<file path="config.mk">
export PLATFORM = sky130hd
export DESIGN_NAME = hpcg_top
export DESIGN_NICKNAME = d
export VERILOG_FILES = /design/src/hdl/hpcg_pkg.sv /design/src/hdl/hpcg_sync.sv /design/src/hdl/hpcg_decode.sv /design/src/hdl/hpcg_top.sv
export SDC_FILE = /design/constraint.sdc
export NUM_CORES = 1
export LEC_CHECK = 0
export CAP_MARGIN = 20
export CORE_UTILIZATION = 45
export DETAILED_ROUTE_END_ITERATION = 8
export DONT_BUFFER_PORTS = 1
export PLACE_DENSITY = 0.62
export RECOVER_POWER = 50
export SKIP_LAST_GASP = 1
export SLEW_MARGIN = 10
export SYNTH_ARGS = -nofsm -noshare
export SYNTH_HDL_FRONTEND = slang
export SYNTH_SLANG_ARGS = --single-unit
</file>
<file path="constraint.sdc">
create_clock -name CORE_CLK -period 4.9 [get_ports CORE_CLK]
set_input_delay 0.245 -clock CORE_CLK [delete_from_list [all_inputs] [get_ports CORE_CLK]]
set_output_delay 0.245 -clock CORE_CLK [all_outputs]
set_load 0.005 [all_outputs]
</file>
<file path="src/hdl/hpcg_pkg.sv">
// Package of constants and types for the host packet checksum gate.
// What this block does
// - Every exchange is a full-duplex 32-bit packet: 8-bit identifier, 24-bit payload.
// - Host lowers select, waits for ready low, shifts packet, raises select.
// - With a packet pending for the host, the device pulls ready low.
// - Enabled with nothing queued, the device answers with a status packet.
// - The upper eight received bits are the identifier used for dispatch.
// - Identifiers 00 to 06 decode to checksum and setup packet kinds, 0F to the receive line kind.
// - Identifiers 10 to 1B decode as twelve receiver control settings.
// - Identifiers 1C to 1F are ignored and never enter the checksum.
// - Identifiers 20 to 27 assign frames, 20 covering 112 to 127.
// - Identifier 78 enables user addresses; 80 to 8F assign addresses 0 to 15.
// - Outgoing identifiers 00 block info, 01 address, 02 to 57 word number.
// - Outgoing 60 roaming, 7E shutdown, 7F status, FF part identity only.
// - Packets shift most significant bit first; packet bit 31 goes first.
// - Payloads of accumulated packets XOR into the checksum register.
// - Reset disables the device and loads the part identity into the checksum.
// - Each accumulated packet stores the XOR result and disables the device.
// - A matching checksum packet while disabled enables the device.
// - A checksum packet while enabled is ignored.
// - While disabled only the part identity packet goes out, and ready prompts it.
// - Disabled only blocks reading; decoding continues.
// - Checksum packet: identifier 0 in byte 3, value in bytes 2 to 0.
package hpcg_pkg;
   localparam int PKT_W = 32;
   localparam int ID_W  = 8;
   localparam int PAY_W = 24;
   localparam int CNT_W = 5;
   // Arbitrary neutral part identity value.
   localparam logic [23:0] PART_ID_VAL = 24'h00A5C3;
   // Host-to-device identifiers.
   localparam logic [7:0] ID_CHECKSUM  = 8'h00;
   localparam logic [7:0] ID_TIMING    = 8'h06;
   localparam logic [7:0] ID_RXLINE    = 8'h0F;
   localparam logic [7:0] ID_RXCTL_LO  = 8'h10;
   localparam logic [7:0] ID_RXCTL_HI  = 8'h1B;
   localparam logic [7:0] ID_SPEC_LO   = 8'h1C;
   localparam logic [7:0] ID_SPEC_HI   = 8'h1F;
   localparam logic [7:0] ID_FRAME_LO  = 8'h20;
   localparam logic [7:0] ID_FRAME_HI  = 8'h27;
   localparam logic [7:0] ID_UADDR_EN  = 8'h78;
   localparam logic [7:0] ID_UADDR_LO  = 8'h80;
   localparam logic [7:0] ID_UADDR_HI  = 8'h8F;
   // Device-to-host identifiers.
   localparam logic [7:0] OID_WORD_HI  = 8'h57;
   localparam logic [7:0] OID_ROAM     = 8'h60;
   localparam logic [7:0] OID_SHUTDOWN = 8'h7E;
   localparam logic [7:0] OID_STATUS   = 8'h7F;
   localparam logic [7:0] OID_PART_ID  = 8'hFF;
   // Packet kinds presented with each received packet.
   typedef enum logic [3:0] {
      HPCG_K_NONE     = 4'h0,
      HPCG_K_CHECKSUM = 4'h1,
      HPCG_K_SETUP    = 4'h2,
      HPCG_K_RXLINE   = 4'h3,
      HPCG_K_RXCTL    = 4'h4,
      HPCG_K_FRAME    = 4'h5,
      HPCG_K_UADDR_EN = 4'h6,
      HPCG_K_UADDR    = 4'h7,
      HPCG_K_IGNORED  = 4'h8,
      HPCG_K_RESERVED = 4'h9
   } hpcg_kind_t;
endpackage

</file>
<file path="src/hdl/hpcg_sync.sv">
// Two-flop synchroniser for one pin input.
`timescale 1ns/100ps
`default_nettype none
module hpcg_sync
(
   // Clock and reset
   input  wire logic clk,
   input  wire logic rst_n,
   input  wire logic ce,
   // Data
   input  wire logic din,
   output var  logic dout
);
   typedef struct packed
   {
      logic s1_q;
      logic s2_q;
   } hpcg_sync_st_t;
   hpcg_sync_st_t st_q;
   hpcg_sync_st_t st_d;
   always_comb
   begin
      st_d = st_q;
      if (ce)
      begin
         st_d.s1_q = din;
         st_d.s2_q = st_q.s1_q;
      end
   end
   always_ff @(posedge clk or negedge rst_n)
   begin
      if (!rst_n)
         st_q <= '0;
      else
         st_q <= st_d;
   end
   assign dout = st_q.s2_q;
endmodule
`default_nettype wire

</file>
<file path="src/hdl/hpcg_decode.sv">
// Identifier decoder for received host packets.
`timescale 1ns/100ps
`default_nettype none
module hpcg_decode
(
   // Identifier in
   input  wire logic [7:0]          id,
   // Decoded kind and index
   output var  hpcg_pkg::hpcg_kind_t kind,
   output var  logic [3:0]          index
);
   always_comb
   begin
      kind  = hpcg_pkg::HPCG_K_RESERVED;
      index = 4'h0;
      if (id == hpcg_pkg::ID_CHECKSUM)
         kind = hpcg_pkg::HPCG_K_CHECKSUM;
      else if (id <= hpcg_pkg::ID_TIMING)
      begin
         kind  = hpcg_pkg::HPCG_K_SETUP;
         index = id[3:0];
      end
      else if (id == hpcg_pkg::ID_RXLINE)
         kind = hpcg_pkg::HPCG_K_RXLINE;
      else if (id >= hpcg_pkg::ID_RXCTL_LO && id <= hpcg_pkg::ID_RXCTL_HI)
      begin
         kind  = hpcg_pkg::HPCG_K_RXCTL;
         index = id[3:0];
      end
      else if (id >= hpcg_pkg::ID_SPEC_LO && id <= hpcg_pkg::ID_SPEC_HI)
         kind = hpcg_pkg::HPCG_K_IGNORED;
      else if (id >= hpcg_pkg::ID_FRAME_LO && id <= hpcg_pkg::ID_FRAME_HI)
      begin
         // Index counts frame groups from the top: 0 covers frames 112 to 127.
         kind  = hpcg_pkg::HPCG_K_FRAME;
         index = id[3:0];
      end
      else if (id == hpcg_pkg::ID_UADDR_EN)
         kind = hpcg_pkg::HPCG_K_UADDR_EN;
      else if (id >= hpcg_pkg::ID_UADDR_LO && id <= hpcg_pkg::ID_UADDR_HI)
      begin
         kind  = hpcg_pkg::HPCG_K_UADDR;
         index = id[3:0];
      end
   end
endmodule
`default_nettype wire

</file>
<file path="src/hdl/hpcg_top.sv">
// Host packet port: SPI shifter, identifier dispatch and checksum gate.
`timescale 1ns/100ps
`default_nettype none
module hpcg_top
(
   // Clock, reset and enable
   input  wire logic        CORE_CLK,
   input  wire logic        RESETN,
   input  wire logic        CE,
   // SPI pins
   input  wire logic        SS_N,
   input  wire logic        SCK,
   input  wire logic        MOSI,
   output var  logic        MISO,
   output var  logic        READY_N,
   // Outgoing packet offer from the decoder core
   input  wire logic        TX_VALID,
   input  wire logic [31:0] TX_PACKET,
   output var  logic        TX_TAKEN,
   // Status packet payload supplied by the core
   input  wire logic [23:0] STATUS_PAYLOAD,
   // Received packet dispatch
   output var  logic        RX_STROBE,
   output var  logic [3:0]  RX_KIND,
   output var  logic [3:0]  RX_INDEX,
   output var  logic [23:0] RX_PAYLOAD,
   output var  logic        RX_DROPPED,
   // Gate state
   output var  logic        ENABLED,
   output var  logic [23:0] CHECKSUM_VALUE
);
   // Progress of the packet inside one select period.
   typedef enum logic [1:0]
   {
      HPCG_F_IDLE  = 2'b00,
      HPCG_F_SHIFT = 2'b01,
      HPCG_F_HOLD  = 2'b10
   } hpcg_frame_t;

   typedef struct packed
   {
      hpcg_frame_t                frame;
      logic                       ss_prev;
      logic                       sck_prev;
      logic [hpcg_pkg::CNT_W-1:0] bit_cnt;
      logic [hpcg_pkg::PKT_W-1:0] rx_sr;
      logic [hpcg_pkg::PKT_W-1:0] tx_sr;
      logic                       miso;
      logic                       ready_n;
      logic                       tx_taken;
      logic                       rx_strobe;
      logic [3:0]                 rx_kind;
      logic [3:0]                 rx_index;
      logic [hpcg_pkg::PAY_W-1:0] rx_payload;
      logic                       rx_dropped;
      logic                       enabled;
      logic [hpcg_pkg::PAY_W-1:0] checksum;
   } hpcg_top_st_t;

   // Edge detector history resets to the synchroniser reset level, so no false falling select edge follows reset.
   localparam hpcg_top_st_t ST_RST = '{
      frame    : HPCG_F_IDLE,
      ready_n  : 1'b1,
      checksum : hpcg_pkg::PART_ID_VAL,
      default  : '0
   };

   hpcg_top_st_t               st_q;
   hpcg_top_st_t               st_d;
   logic                       ss_n_s;
   logic                       sck_s;
   logic                       mosi_s;
   logic                       ss_fall;
   logic                       ss_rise;
   logic                       sck_rise;
   logic                       sck_fall;
   logic [hpcg_pkg::PKT_W-1:0] rx_word;
   logic [hpcg_pkg::ID_W-1:0]  rx_id;
   logic [hpcg_pkg::PAY_W-1:0] rx_pay;
   hpcg_pkg::hpcg_kind_t       rx_kind_w;
   logic [3:0]                 rx_index_w;
   logic                       last_bit;
   logic                       core_ok;
   logic                       pending;
   logic [hpcg_pkg::PKT_W-1:0] load_pkt;
   logic                       load_core;
   logic                       tx_id_legal;

   // Outgoing identifiers that may ever appear on the line.
   function automatic logic out_id_legal(input logic [hpcg_pkg::ID_W-1:0] id);
      return (id <= hpcg_pkg::OID_WORD_HI)
         || (id == hpcg_pkg::OID_ROAM)
         || (id == hpcg_pkg::OID_SHUTDOWN)
         || (id == hpcg_pkg::OID_STATUS)
         || (id == hpcg_pkg::OID_PART_ID);
   endfunction

   // The host owns all three pins, so each one is synchronised before use.
   hpcg_sync u_sync_ss
   (
      .clk   (CORE_CLK),
      .rst_n (RESETN),
      .ce    (CE),
      .din   (SS_N),
      .dout  (ss_n_s)
   );

   hpcg_sync u_sync_sck
   (
      .clk   (CORE_CLK),
      .rst_n (RESETN),
      .ce    (CE),
      .din   (SCK),
      .dout  (sck_s)
   );

   hpcg_sync u_sync_mosi
   (
      .clk   (CORE_CLK),
      .rst_n (RESETN),
      .ce    (CE),
      .din   (MOSI),
      .dout  (mosi_s)
   );

   assign ss_fall  = st_q.ss_prev & ~ss_n_s;
   assign ss_rise  = ~st_q.ss_prev & ss_n_s;
   assign sck_rise = ~st_q.sck_prev & sck_s;
   assign sck_fall = st_q.sck_prev & ~sck_s;

   // The word as it stands once the bit of this rising edge is shifted in.
   assign rx_word  = {st_q.rx_sr[hpcg_pkg::PKT_W-2:0], mosi_s};
   assign rx_id    = rx_word[hpcg_pkg::PKT_W-1 -: hpcg_pkg::ID_W];
   assign rx_pay   = rx_word[hpcg_pkg::PAY_W-1:0];
   assign last_bit = int'(st_q.bit_cnt) == hpcg_pkg::PKT_W - 1;

   hpcg_decode u_decode
   (
      .id    (rx_id),
      .kind  (rx_kind_w),
      .index (rx_index_w)
   );

   // A core offer with an identifier that may not go out is never taken.
   assign core_ok = TX_VALID
      && out_id_legal(TX_PACKET[hpcg_pkg::PKT_W-1 -: hpcg_pkg::ID_W])
      && (TX_PACKET[hpcg_pkg::PKT_W-1 -: hpcg_pkg::ID_W] != hpcg_pkg::OID_PART_ID);

   // While disabled the part identity is always waiting, so ready stays low as a prompt.
   assign pending = !st_q.enabled || core_ok;

   assign tx_id_legal = out_id_legal(st_q.tx_sr[hpcg_pkg::PKT_W-1 -: hpcg_pkg::ID_W]);

   // Packet loaded at the select edge; the gate decides what may be read.
   always_comb
   begin
      load_pkt  = {hpcg_pkg::OID_PART_ID, hpcg_pkg::PART_ID_VAL};
      load_core = 1'b0;
      if (st_q.enabled)
      begin
         if (core_ok)
         begin
            load_pkt  = TX_PACKET;
            load_core = 1'b1;
         end
         else
            load_pkt = {hpcg_pkg::OID_STATUS, STATUS_PAYLOAD};
      end
   end

   always_comb
   begin
      st_d = st_q;
      if (CE)
      begin
         st_d.ss_prev   = ss_n_s;
         st_d.sck_prev  = sck_s;
         st_d.rx_strobe = 1'b0;
         st_d.tx_taken  = 1'b0;
         case (st_q.frame)
            HPCG_F_IDLE:
            begin
               // Every packet needs a fresh falling select edge.
               if (ss_fall)
               begin
                  st_d.frame    = HPCG_F_SHIFT;
                  st_d.bit_cnt  = '0;
                  st_d.tx_sr    = load_pkt;
                  st_d.miso     = load_pkt[hpcg_pkg::PKT_W-1];
                  st_d.tx_taken = load_core;
               end
            end
            HPCG_F_SHIFT:
            begin
               // A select that rises early throws the partial packet away.
               if (ss_rise)
                  st_d.frame = HPCG_F_IDLE;
               else if (sck_rise)
               begin
                  st_d.rx_sr   = rx_word;
                  st_d.bit_cnt = st_q.bit_cnt + {{(hpcg_pkg::CNT_W-1){1'b0}}, 1'b1};
                  if (last_bit)
                  begin
                     // Dispatch is independent of the gate: only reading is blocked.
                     st_d.frame      = HPCG_F_HOLD;
                     st_d.rx_strobe  = 1'b1;
                     st_d.rx_kind    = rx_kind_w;
                     st_d.rx_index   = rx_index_w;
                     st_d.rx_payload = rx_pay;
                     st_d.rx_dropped = (rx_kind_w == hpcg_pkg::HPCG_K_IGNORED)
                        || (rx_kind_w == hpcg_pkg::HPCG_K_RESERVED);
                     case (rx_kind_w)
                        hpcg_pkg::HPCG_K_CHECKSUM:
                        begin
                           if (!st_q.enabled && (rx_pay == st_q.checksum))
                              st_d.enabled = 1'b1;
                        end
                        hpcg_pkg::HPCG_K_IGNORED:
                           st_d.enabled = st_q.enabled;
                        default:
                        begin
                           st_d.checksum = st_q.checksum ^ rx_pay;
                           st_d.enabled  = 1'b0;
                        end
                     endcase
                  end
               end
               else if (sck_fall)
               begin
                  st_d.tx_sr = {st_q.tx_sr[hpcg_pkg::PKT_W-2:0], 1'b0};
                  st_d.miso  = st_q.tx_sr[hpcg_pkg::PKT_W-2];
               end
            end
            HPCG_F_HOLD:
            begin
               // Extra clocks after the last bit are not taken as a new packet.
               if (ss_rise)
                  st_d.frame = HPCG_F_IDLE;
            end
            default:
               st_d.frame = HPCG_F_IDLE;
         endcase
         st_d.ready_n = !((st_d.frame != HPCG_F_IDLE) || pending);
      end
   end

   always_ff @(posedge CORE_CLK or negedge RESETN)
   begin
      if (!RESETN)
         st_q <= ST_RST;
      else
         st_q <= st_d;
   end

   assign MISO           = st_q.miso;
   assign READY_N        = st_q.ready_n;
   assign TX_TAKEN       = st_q.tx_taken;
   assign RX_STROBE      = st_q.rx_strobe;
   assign RX_KIND        = st_q.rx_kind;
   assign RX_INDEX       = st_q.rx_index;
   assign RX_PAYLOAD     = st_q.rx_payload;
   assign RX_DROPPED     = st_q.rx_dropped;
   assign ENABLED        = st_q.enabled;
   assign CHECKSUM_VALUE = st_q.checksum;
endmodule
`default_nettype wire

</file>
==> qor.csv, run 1 <==
metric,value,unit
layout_min_cycle_time,2.63,ns
synth.area.top_cells,"dfrtp_1 47%, nand2_1 9.1%, buf_4 6.3%",
ys_async_sr_fraction,100,%
cts-hold-fix-buffers,6,
finalSetupTns,0,ns
grt_max_degree,140,
drive_above_1_share,14.8,%
syn_nets,736,
die_h,126,um
slew_headroom,28.9,%
die_area,0.0159,mm^2
numCtsBuffers,17,
cts_tree,done,
antenna_found_initial,0,
grtUsageTotal,18.6,%
cp-end-kind,flop,
syn_inst,671,
setup_viol,0,
hp-start,CE,
drt-wirelength-per-cell,17.6,um
diodes,0,
htreeDepth,4,
hold_class,input port to flop,
ys.flop_type,dfrtp_1,
arrival,2.98,ns
critical_path_class,flop to flop,
yosysMostFrequentCell,nand2_1,
cts.sinks,139,
clkLatencyLatePin,0.42,ns
clkTransAtPathRegs,0.06,ns
yosysWarnings,0,
yosys.area.top_type_share,46.8,%
dp_hpwl,9320,um
start_util,45.8,%
power_density,432,mW/mm^2
seqCellArea,0.00349,mm^2
synth_edf_count,0,
ys_ff_latch,139,
detail-route-antenna-nets,0,
clock_path_buffers,2,
yosysUniqueCellTypes,49,
worstPathRequired,5.26,ns
synth_largest_area_cell,dfrtp_1,
postSynthAreaPerCell,10.3,um^2
period_share,53.6,%
synth_common_cells,"169 x nand2_1, 130 x dfrtp_1, 58 x buf_4",
p_leak,0.00322,uW
hold_violations,0,
ys_seq_area_share,50.3,%
cts_resized,0,
cts_setup_buffers,0,
max_freq,0.381,GHz
die_w,126,um
via_per_inst,5.49,
placement.io_buffers,0,
rsz0062_at_grt,false,
rows,45,
max-vdd-ir-drop,267,uV
slew_violations,0,
utilization,48.0,%
routed-via-count,4446,
r2r_start,st_q[126],
drc_errors,0,
worstSetupStartpoint,st_q[126],
cts-root-buf,clkbuf_16,
synthesis.area,0.00694,mm^2
layout.nets,674,
grt_pass1_wl,22900,um
cp_max_fo,23,
fill_cells,1376,
tightestPinTransition,1.07,ns
gr-total-overflow,0,
cap_violations,0,
core-area,0.0151,mm^2
ios,125,
routed_wl,14300,um
area_growth,4.65,%
r2r_slack,2.27,ns
whs_path_depth,3,
status,"complete, no violations",
r2r_end,RX_INDEX[2],
endpoint,RX_INDEX[2],
startpoint_type,flop,
drt_iter0_drc,201,
grt_pass1_vias,4337,
ff2ff_path_depth,8,
firstDrtPassIters,4,
worst_clock_skew,0.00718,ns
place.gp.congestion,0.814,
multi_input_comb_area,0.00283,mm^2
[worst min-delay path by stage]
| stage | slack [ns] | endpoint |
|---|---|---|
| after detailed placement | -0.04 | st_q[89] |
| after global routing | 0.03 | st_q[134] |
| after CTS | 0.01 | st_q[134] |
| after global placement | -0.04 | st_q[89] |
| final | 0.03 | st_q[134] |
| after floorplan | -0.05 | CHECKSUM_VALUE[11] |
[state kept, by name (all words and copies together) (netlist names), 4 cells and up]
name and count:
st_q 40, CHECKSUM_VALUE 24, RX_PAYLOAD 24, RX_KIND 4, RX_INDEX 4, rx_pay 23, rx_id 8
[logic make-up (layout without fill, tap and decap cells)]
| family | Yosys count | after routing | share of synthesized area, % |
|---|---|---|---|
| AOI/OAI and AO/OA | 70 | 70 | 7.93 |
| buffers and inverters | 98 | 49 | 9.14 |
| DFF | 139 | 139 | 50.3 |
| xor gates and xnor gates | 49 | 49 | 6.18 |
| and+or+nand+nor | 252 | 252 | 16.7 |
| muxes | 61 | 61 | 9.48 |
| adders and majority gates | 2 | 2 | 0.360 |
[layout by cell type, fill, tap and decap left out, drive strengths merged, types with 2 or more instances in the layout]
| cell | Yosys | routed |
|---|---|---|
| o21ai | 11 | 11 |
| mux2i | 23 | 23 |
| dlygate4sd3 | 0 | 5 |
| nand4 | 9 | 9 |
| nand3 | 6 | 6 |
| o221ai | 24 | 24 |
| nand2b | 21 | 21 |
| bufinv | 0 | 2 |
| clkinvlp | 0 | 2 |
| o22ai | 2 | 2 |
| a22o | 5 | 5 |
| o31ai | 2 | 2 |
| or3 | 4 | 4 |
| ha | 2 | 2 |
| xnor2 | 49 | 49 |
| buf | 74 | 5 |
| and3 | 3 | 3 |
| nor2 | 16 | 16 |
| a21oi | 8 | 8 |
| nand2 | 169 | 169 |
| dfstp | 9 | 9 |
| nor3 | 5 | 5 |
| nand3b | 8 | 8 |
| clkinv | 0 | 5 |
| nor4 | 4 | 4 |
| dfrtp | 130 | 130 |
| nor2b | 3 | 3 |
| mux2 | 38 | 38 |
| clkbuf | 17 | 21 |
| a221o | 6 | 6 |
| a31oi | 2 | 2 |
| inv | 7 | 9 |
[area by class of cell]
cell class | count | area share (%)
Multi-Input combinational cell | 434 | 38.9
Inverter | 7 | 0.362
Timing Repair Buffer | 10 | 1.58
Clock buffer | 21 | 6.20
Sequential cell | 139 | 48.0
Clock inverter | 11 | 1.67
Tap cell | 188 | 3.24
[per-stage QoR]
step / power (uW) / setup WS (ns) / std cells / cell area, um^2 / hold slack (ns)
detailed placement: 1880 / 2.24 / 772 / 6620 / -0.0395
finish: 3140 / 2.27 / 810 / 7270 / 0.0330
floorplan: 1790 / 2.95 / 671 / 6940 / -0.0506
global placement: 1850 / 2.33 / 771 / 6600 / -0.0390
CTS: 3160 / 2.22 / 810 / 7270 / 0.0148
global route: 3290 / 2.08 / 810 / 7270 / 0.0338
[worst max-delay path: stages (launching register included)]
cell	delay, ns
dfrtp_1	0.38
ha_1	0.20
and3_1	0.16
ha_1	0.16
nand2_1	0.09
or4_1	0.83
buf_4	0.37
a21oi_2	0.19
a22o_1	0.16
[power breakdown]
part	total (uW)	internal, uW	leakage, uW	switching [uW]
clock network	1240	762	0.000278	480
registers	1430	1310	0.00185	119
logic	464	211	0.00110	253
total	3140	2290	0.00322	852
[metal layers]
layer,up-vias,wire length (um),GRT usage [%]
li1,2105,-,-
met1,2196,6420,23.8
met2,127,6780,29.2
met3,18,860,5.90
met4,0,233,7.87
met5,-,0,0
(Power assumes the default switching activity.)
==> run 2, diff against run 1 <==
- ABC_AREA: default -> 1
- PLACE_DENSITY: 0.62 -> 0.64
- clock period: 4.9 -> 2.2 ns (I/O delays scaled with it)
==> qor.csv, run 2 <==
metric,value,unit,change
status,"complete, but fails checks",,
violations,"DRC, hold timing",,
p_seq_share,43.6,%,-2.0 points
synthSimpleGateAreaFrac,21.1,%,+4.4 points
p_leak,0.00359,uW,+12%
largest_register_ffs,40,,unchanged
use_met3,5.91,%,about the same
numCtsBuffers,17,,unchanged
routed-via-count,5263,,+18%
die_h,125,um,-0.78%
slew_headroom,61.5,%,+33 points
grtUsageTotal,19.6,%,+0.95 points
r2r_slack,0.12,ns,-2.15 ns
synth_edf_count,0,,unchanged
yosysWarnings,0,,unchanged
cp_max_fo,23,,unchanged
clockPowerShare,37.6,%,-2.0 points
synth_mux_area_share,0,%,-9.5 points
tightestPinTransition,0.578,ns,-0.488 ns
grt_pass1_wl,24400,um,+6.9%
yosys.area.top_type_share,47.6,%,+0.75 points
grt_pass1_vias,5025,,+16%
worst_clock_skew,0.00598,ns,-0.00120 ns
synth.area.top_cells,"dfrtp_1 48%, nand2_1 13%, o21ai_0 9.4%",,
synth_adder_area_share,0.366,%,+0.0057 points
ys_seq_area_share,51.1,%,+0.80 points
start_util,46.5,%,+0.65 points
via_per_inst,5.10,,-7.1%
syn_nets,905,,+23%
layout_min_cycle_time,2.08,ns,-0.548 ns
antenna_found_initial,0,,unchanged
htreeDepth,4,,unchanged
busiest_layer,met2,,
drt-wirelength-per-cell,14.2,um,-20%
worstPathCellList,o21ai_1 -> nand3_2 -> nor2_4 -> buf_12 -> nor2_1 -> a31oi_1 -> o21ai_0 -> dlygate4sd3_1,,
cts-root-buf,clkbuf_16,,
hold_ws,-0.608,ns,-0.641 ns
synth_compound_area_share,12.7,%,+4.8 points
cp-end-kind,flop,,
synth_largest_area_cell,dfrtp_1,,
setup_viol,0,,unchanged
synth_common_cells,"239 x nand2_1, 130 x dfrtp_1, 128 x o21ai_0",,
grt_max_degree,140,,unchanged
ys_ff_latch,139,,unchanged
drc_errors,9,,+9
cap_violations,0,,unchanged
area_growth,14.8,%,
regMostFlops,st_q,,
fin_ws,0.122,ns,-2.15 ns
cts-hold-fix-buffers,54,,+48
clock_path_buffers,2,,unchanged
syn_inst,840,,+25%
ys_async_sr_fraction,100,%,unchanged
synth_top_family_by_area,simple AND/OR/NAND/NOR gates,,
firstDrtPassIters,7,,+3
yosysMostFrequentCell,nand2_1,,
core-area,0.0147,mm^2,-2.9%
crit_slowest_cell,dlygate4sd3_1,,
power_density,1060,mW/mm^2,+150%
ys.flop_type,dfrtp_1,,
max-vdd-ir-drop,503,uV,+89%
switching_share,28.6,%,+1.5 points
rsz0062_at_grt,true,,
worstSetupStartpoint,u_sync_ss.dout,,
synth_xor_area_share,2.82,%,-3.4 points
pre_cts_slack,0.456,ns,-1.79 ns
layout.nets,900,,+34%
max_freq,0.481,GHz,+26%
combPwrFrac,18.8,%,+4.0 points
ios,125,,unchanged
crit_buf_inv,2,,+1
internal-power,5930,uW,+160%
grt.met1_usage,25.2,%,+1.4 points
arrival,2.37,ns,-0.61 ns
clkLatencyLatePin,0.41,ns,about the same
clkTransAtPathRegs,0.06,ns,about the same
r2r_start,u_sync_ss.dout,,
cts_tree,done,,
cp_top_family,buffers and inverters,,
yosysUniqueCellTypes,31,,-37%
dp_hpwl,9340,um,+0.20%
hold_class,input port to async pin,,
drive_above_1_share,8.25,%,-6.5 points
die_area,0.0157,mm^2,-1.5%
utilization,53.4,%,+5.4 points
cts.sinks,139,,unchanged
final_common_cell,nand2_1,,
final_cell_mix,"238 x nand2_1, 129 x dfrtp_1, 127 x o21ai_0",,
diodes,0,,unchanged
drt_iter0_drc,363,,+81%
place.gp.congestion,0.850,,+4.4%
rows,44,,-2.2%
period_share,94.5,%,+41 points
grt.met2_usage,30.6,%,+1.3 points
slowest_delay,0.57,ns,-0.26 ns
die_w,125,um,-0.78%
routed_wl,14700,um,+2.5%
startpoint_type,flop,,
hold_violations,139,,+139
slew_violations,0,,unchanged
detail-route-antenna-nets,0,,unchanged
critical_path_class,flop to flop,,
gr-total-overflow,0,,unchanged
placement.io_buffers,0,,unchanged
postSynthAreaPerCell,8.14,um^2,-21%
worstPathRequired,2.49,ns,-2.77 ns
p_switching,2380,uW,+180%
synthesis.area,0.00684,mm^2,-1.6%
## run 2: area by class of cell
cell class | instances | area [um^2]
fill | 1277 | 6860
sequential | 139 | 3490
timing repair buffer | 67 | 681
tap | 184 | 230
clock inverter | 12 | 195
inverter | 65 | 246
clock buffer | 20 | 457
multi-input combinational | 545 | 2540
## run 2: timing repair
action / in CTS / in global routing
buffers inserted: 0 / 1
hold endpoints to repair: 179 / 139
gates resized for setup: 0 / 8
setup endpoints to repair: 0 / 7
## run 2: worst register-to-register path: cells and delay by family, from the launching register on
kind | cells | cell delay, ns
AND/OR/NAND/NOR | 3 | 0.37
AO/OA/AOI/OAI | 3 | 0.47
buffers and inverters | 2 | 0.74
flip-flops | 1 | 0.41
## run 2: metal layers
layer | part of all wire [%] | vias up | wire length (um)
li1 | - | 2630 | -
met4 | 2.1 | 0 | 303
met1 | 46 | 2469 | 6710
met3 | 5.7 | 27 | 831
met5 | 0 | - | 0
met2 | 46 | 137 | 6810
## run 2: path summary, 6_finish.rpt
path,end,cells past startpoint
setup / recovery,st_q[68],8
max in group asynchronous,READY_N,0
setup reg to reg,st_q[68],8
min in group CORE_CLK,st_q[70],4
hold reg to reg,u_sync_sck.st_q[1],2
hold / removal,CHECKSUM_VALUE[14],0
## run 2: kinds of logic (layout without fill, tap and decap cells)
kind of cell    count (synthesis)  count (layout)
compound gates                167             167
xor+xnor                       22              22
fa+ha+maj                       2               2
buf+inv                       156             164
flops                         139             139
simple gates                  354             354
## run 2: power groups by stage
stage / combinational (uW) / sequential (uW) / clock [uW]
floorplan: 1110 / 3550 / 0
global placement: 1350 / 3640 / 0
detailed placement: 1380 / 3650 / 0
CTS: 1530 / 3620 / 3190
global route: 1810 / 3710 / 3300
finish: 1560 / 3620 / 3120
## run 2: through the flow
stage                     hold WS (ns)  setup TNS (ns)  instances  area [um^2]  power (uW)
final                           -0.608               0       1032         7840        8300
after global placement          -0.182               0        944         6600        5000
after detailed placement        -0.182               0        944         6600        5030
after global routing            -0.630         -0.0182       1032         7840        8820
after CTS                       -0.632               0       1030         7790        8340
after floorplan                 -0.186               0        840         6840        4660
==> run 3, diff against run 2 <==
- SYNTH_HIERARCHICAL: default -> 1
==> qor.csv, run 3 <==
metric,value,unit,change
core-area,0.0153,mm^2,+3.8%
firstDrtPassIters,5,,-2
critical_path_class,flop to flop,,
drt_iter0_drc,292,,-20%
routed-via-count,5340,,+1.5%
grt_pass1_vias,5050,,+0.50%
antenna_found_initial,0,,unchanged
cap_violations,0,,unchanged
cp-end-kind,flop,,
p_switching,1710,uW,-28%
yosys.area.top_type_share,46.2,%,-1.4 points
hold_violations,139,,unchanged
rows,45,,+2.3%
final_cell_mix,"207 x nand2_1, 130 x dfrtp_1, 122 x o21ai_0",,
diodes,0,,unchanged
switching_share,25.9,%,-2.7 points
slew_headroom,56.3,%,-5.2 points
arrival,2.39,ns,+0.02 ns
numCtsBuffers,17,,unchanged
die_w,127,um,+1.4%
area_growth,14.1,%,
gr-total-overflow,0,,unchanged
r2r_start,st_q[133],,
combPwrFrac,11.7,%,-7.1 points
ys_ff_latch,139,,unchanged
period_share,92.3,%,-2.2 points
max-vdd-ir-drop,655,uV,+30%
drt-wirelength-per-cell,14.1,um,-0.39%
synth_largest_area_cell,dfrtp_1,,
postSynthAreaPerCell,8.12,um^2,-0.26%
status,"complete, but fails checks",,
synthesis.area,0.00704,mm^2,+2.9%
clkLatencyLatePin,0.42,ns,about the same
synth.area.top_cells,"dfrtp_1 46%, nand2_1 11%, o21ai_0 8.7%",,
detail-route-antenna-nets,0,,unchanged
tightestPinTransition,0.655,ns,+0.0774 ns
synth_edf_count,0,,unchanged
grtUsageTotal,19.7,%,+0.13 points
cp_max_fo,24,,+4.3%
drive_above_1_share,8.07,%,-0.19 points
hold_class,input port to async pin,,
place.gp.congestion,0.802,,-5.6%
cts.sinks,139,,unchanged
start_util,46.1,%,-0.38 points
worst_clock_skew,0.0111,ns,+0.00511 ns
grt_pass1_wl,24700,um,+0.96%
largest_register_ffs,40,,unchanged
placement.io_buffers,0,,unchanged
place_inst,999,,+5.8%
p_seq_share,46.9,%,+3.3 points
utilization,52.6,%,-0.75 points
power_density,824,mW/mm^2,-22%
layout.nets,932,,+3.6%
htreeDepth,4,,unchanged
regMostFlops,st_q,,
yosysMostFrequentCell,nand2_1,,
syn_inst,867,,+3.2%
stdcell_count,1091,,+5.7%
internal-power,4900,uW,-17%
grt_max_degree,140,,unchanged
layout_min_cycle_time,2.03,ns,-0.0487 ns
seqCellArea,0.00349,mm^2,about the same
setup_viol,0,,unchanged
syn_nets,932,,+3.0%
worstPathRequired,2.56,ns,+0.07 ns
ys_seq_area_share,49.6,%,-1.5 points
clockPowerShare,41.4,%,+3.8 points
max_freq,0.493,GHz,+2.4%
die_area,0.0161,mm^2,+2.9%
rsz0062_at_grt,true,,
die_h,127,um,+1.4%
startpoint_type,flop,,
worstSetupStartpoint,st_q[133],,
ys.flop_type,dfrtp_1,,
clkTransAtPathRegs,0.06,ns,about the same
clock_path_buffers,2,,unchanged
final_common_cell,nand2_1,,
violations,hold timing,,
cts-root-buf,clkbuf_16,,
dp_hpwl,9610,um,+3.0%
routed_wl,15400,um,+5.3%
yosysWarnings,6,,+6
cts_tree,done,,
via_per_inst,4.89,,-4.0%
ff2ff_path_depth,7,,-1
multi_input_comb_area,0.00260,mm^2,+2.2%
synth_common_cells,"208 x nand2_1, 130 x dfrtp_1, 122 x o21ai_0",,
fill_cells,1417,,+11%
drc_errors,0,,-9
yosysUniqueCellTypes,39,,+26%
ios,125,,unchanged
cts-hold-fix-buffers,57,,+5.6%
p_leak,0.00364,uW,+1.3%
ys_async_sr_fraction,100,%,unchanged
hold_ws,-0.618,ns,-0.00990 ns
slew_violations,0,,unchanged
run 3: changes by cell type after synthesis, moves of 3 or more:
cell,change
nand3_1,+8
mux2_2,+7
o21ai_1,-3
o21ai_2,-5
clkbuf_1,-3
o21ai_0,-6
nor2_1,+3
inv_1,+37
a21oi_1,+16
nand4_1,-7
buf_2,+3
xor2_1,+3
nand2_1,-31
run 3: final timing paths:
kind                            slack [ns]                 end
worst max-delay path                  0.17            st_q[69]
worst min-delay path                 -0.62  CHECKSUM_VALUE[22]
worst max register to register        0.17            st_q[69]
worst min register to register        0.47     u_sync_sck/dout
max in group asynchronous             2.55  CHECKSUM_VALUE[10]
min in group CORE_CLK                 0.03            st_q[68]
run 3: cells by family after synthesis:
| family | synth area share, % |
|---|---|
| flip-flops | 49.6 |
| adder cells (fa/ha/maj) | 0.356 |
| AO/OA/AOI/OAI | 13.3 |
| XOR/XNOR | 2.99 |
| buffers and inverters | 13.8 |
| multiplexers | 1.12 |
| AND/OR/NAND/NOR | 18.9 |
run 3: critical path: stages, from the launching register on:
cell and delay [ns]:
dfrtp_1 0.41, nor2_1 0.15, nand3_1 0.12, nor2_1 0.20, buf_4 0.30, o211ai_1 0.14
dlygate4sd3_1 0.58, nand2_1 0.06
run 3: through the flow:
stage                     power, uW  setup WS [ns]  area [um^2]  TNS, ns
after floorplan                3610          0.370         7040        0
after global placement         3770          0.294         6830        0
after detailed placement       3790          0.190         6830        0
after CTS                      6670          0.101         7970        0
after global routing           6930        -0.0135         8030  -0.0135
final                          6610          0.170         8030        0
run 3: layout make-up:
type	count	area share, %
Sequential cell	139	43.5
Multi-Input combinational cell	535	32.4
Timing Repair Buffer	71	8.95
Clock buffer	23	5.95
Inverter	103	4.85
Tap cell	211	3.29
Clock inverter	9	1.12
run 3: routing by layer:
metal	up-vias	track usage (%)	part of all wire (%)
met1	2473	24.8	46
li1	2699	-	-
met4	0	6.79	1.6
met2	147	31.3	46
met3	21	7.33	7.1
met5	-	0	0
run 3: timing repair:
action                                  in CTS  in global routing
gates resized for setup                      0                  5
endpoints found under the setup margin       0                 17
hold endpoints to repair                   182                139
setup buffers                                0                  2
run 3: power groups by stage:
stage / Combinational (uW) / Sequential (uW) / Clock (uW)
after CTS: 764 / 3100 / 2810
after detailed placement: 656 / 3140 / 0
final: 775 / 3100 / 2740
after global routing: 882 / 3130 / 2910
after floorplan: 530 / 3080 / 0
after global placement: 643 / 3130 / 0
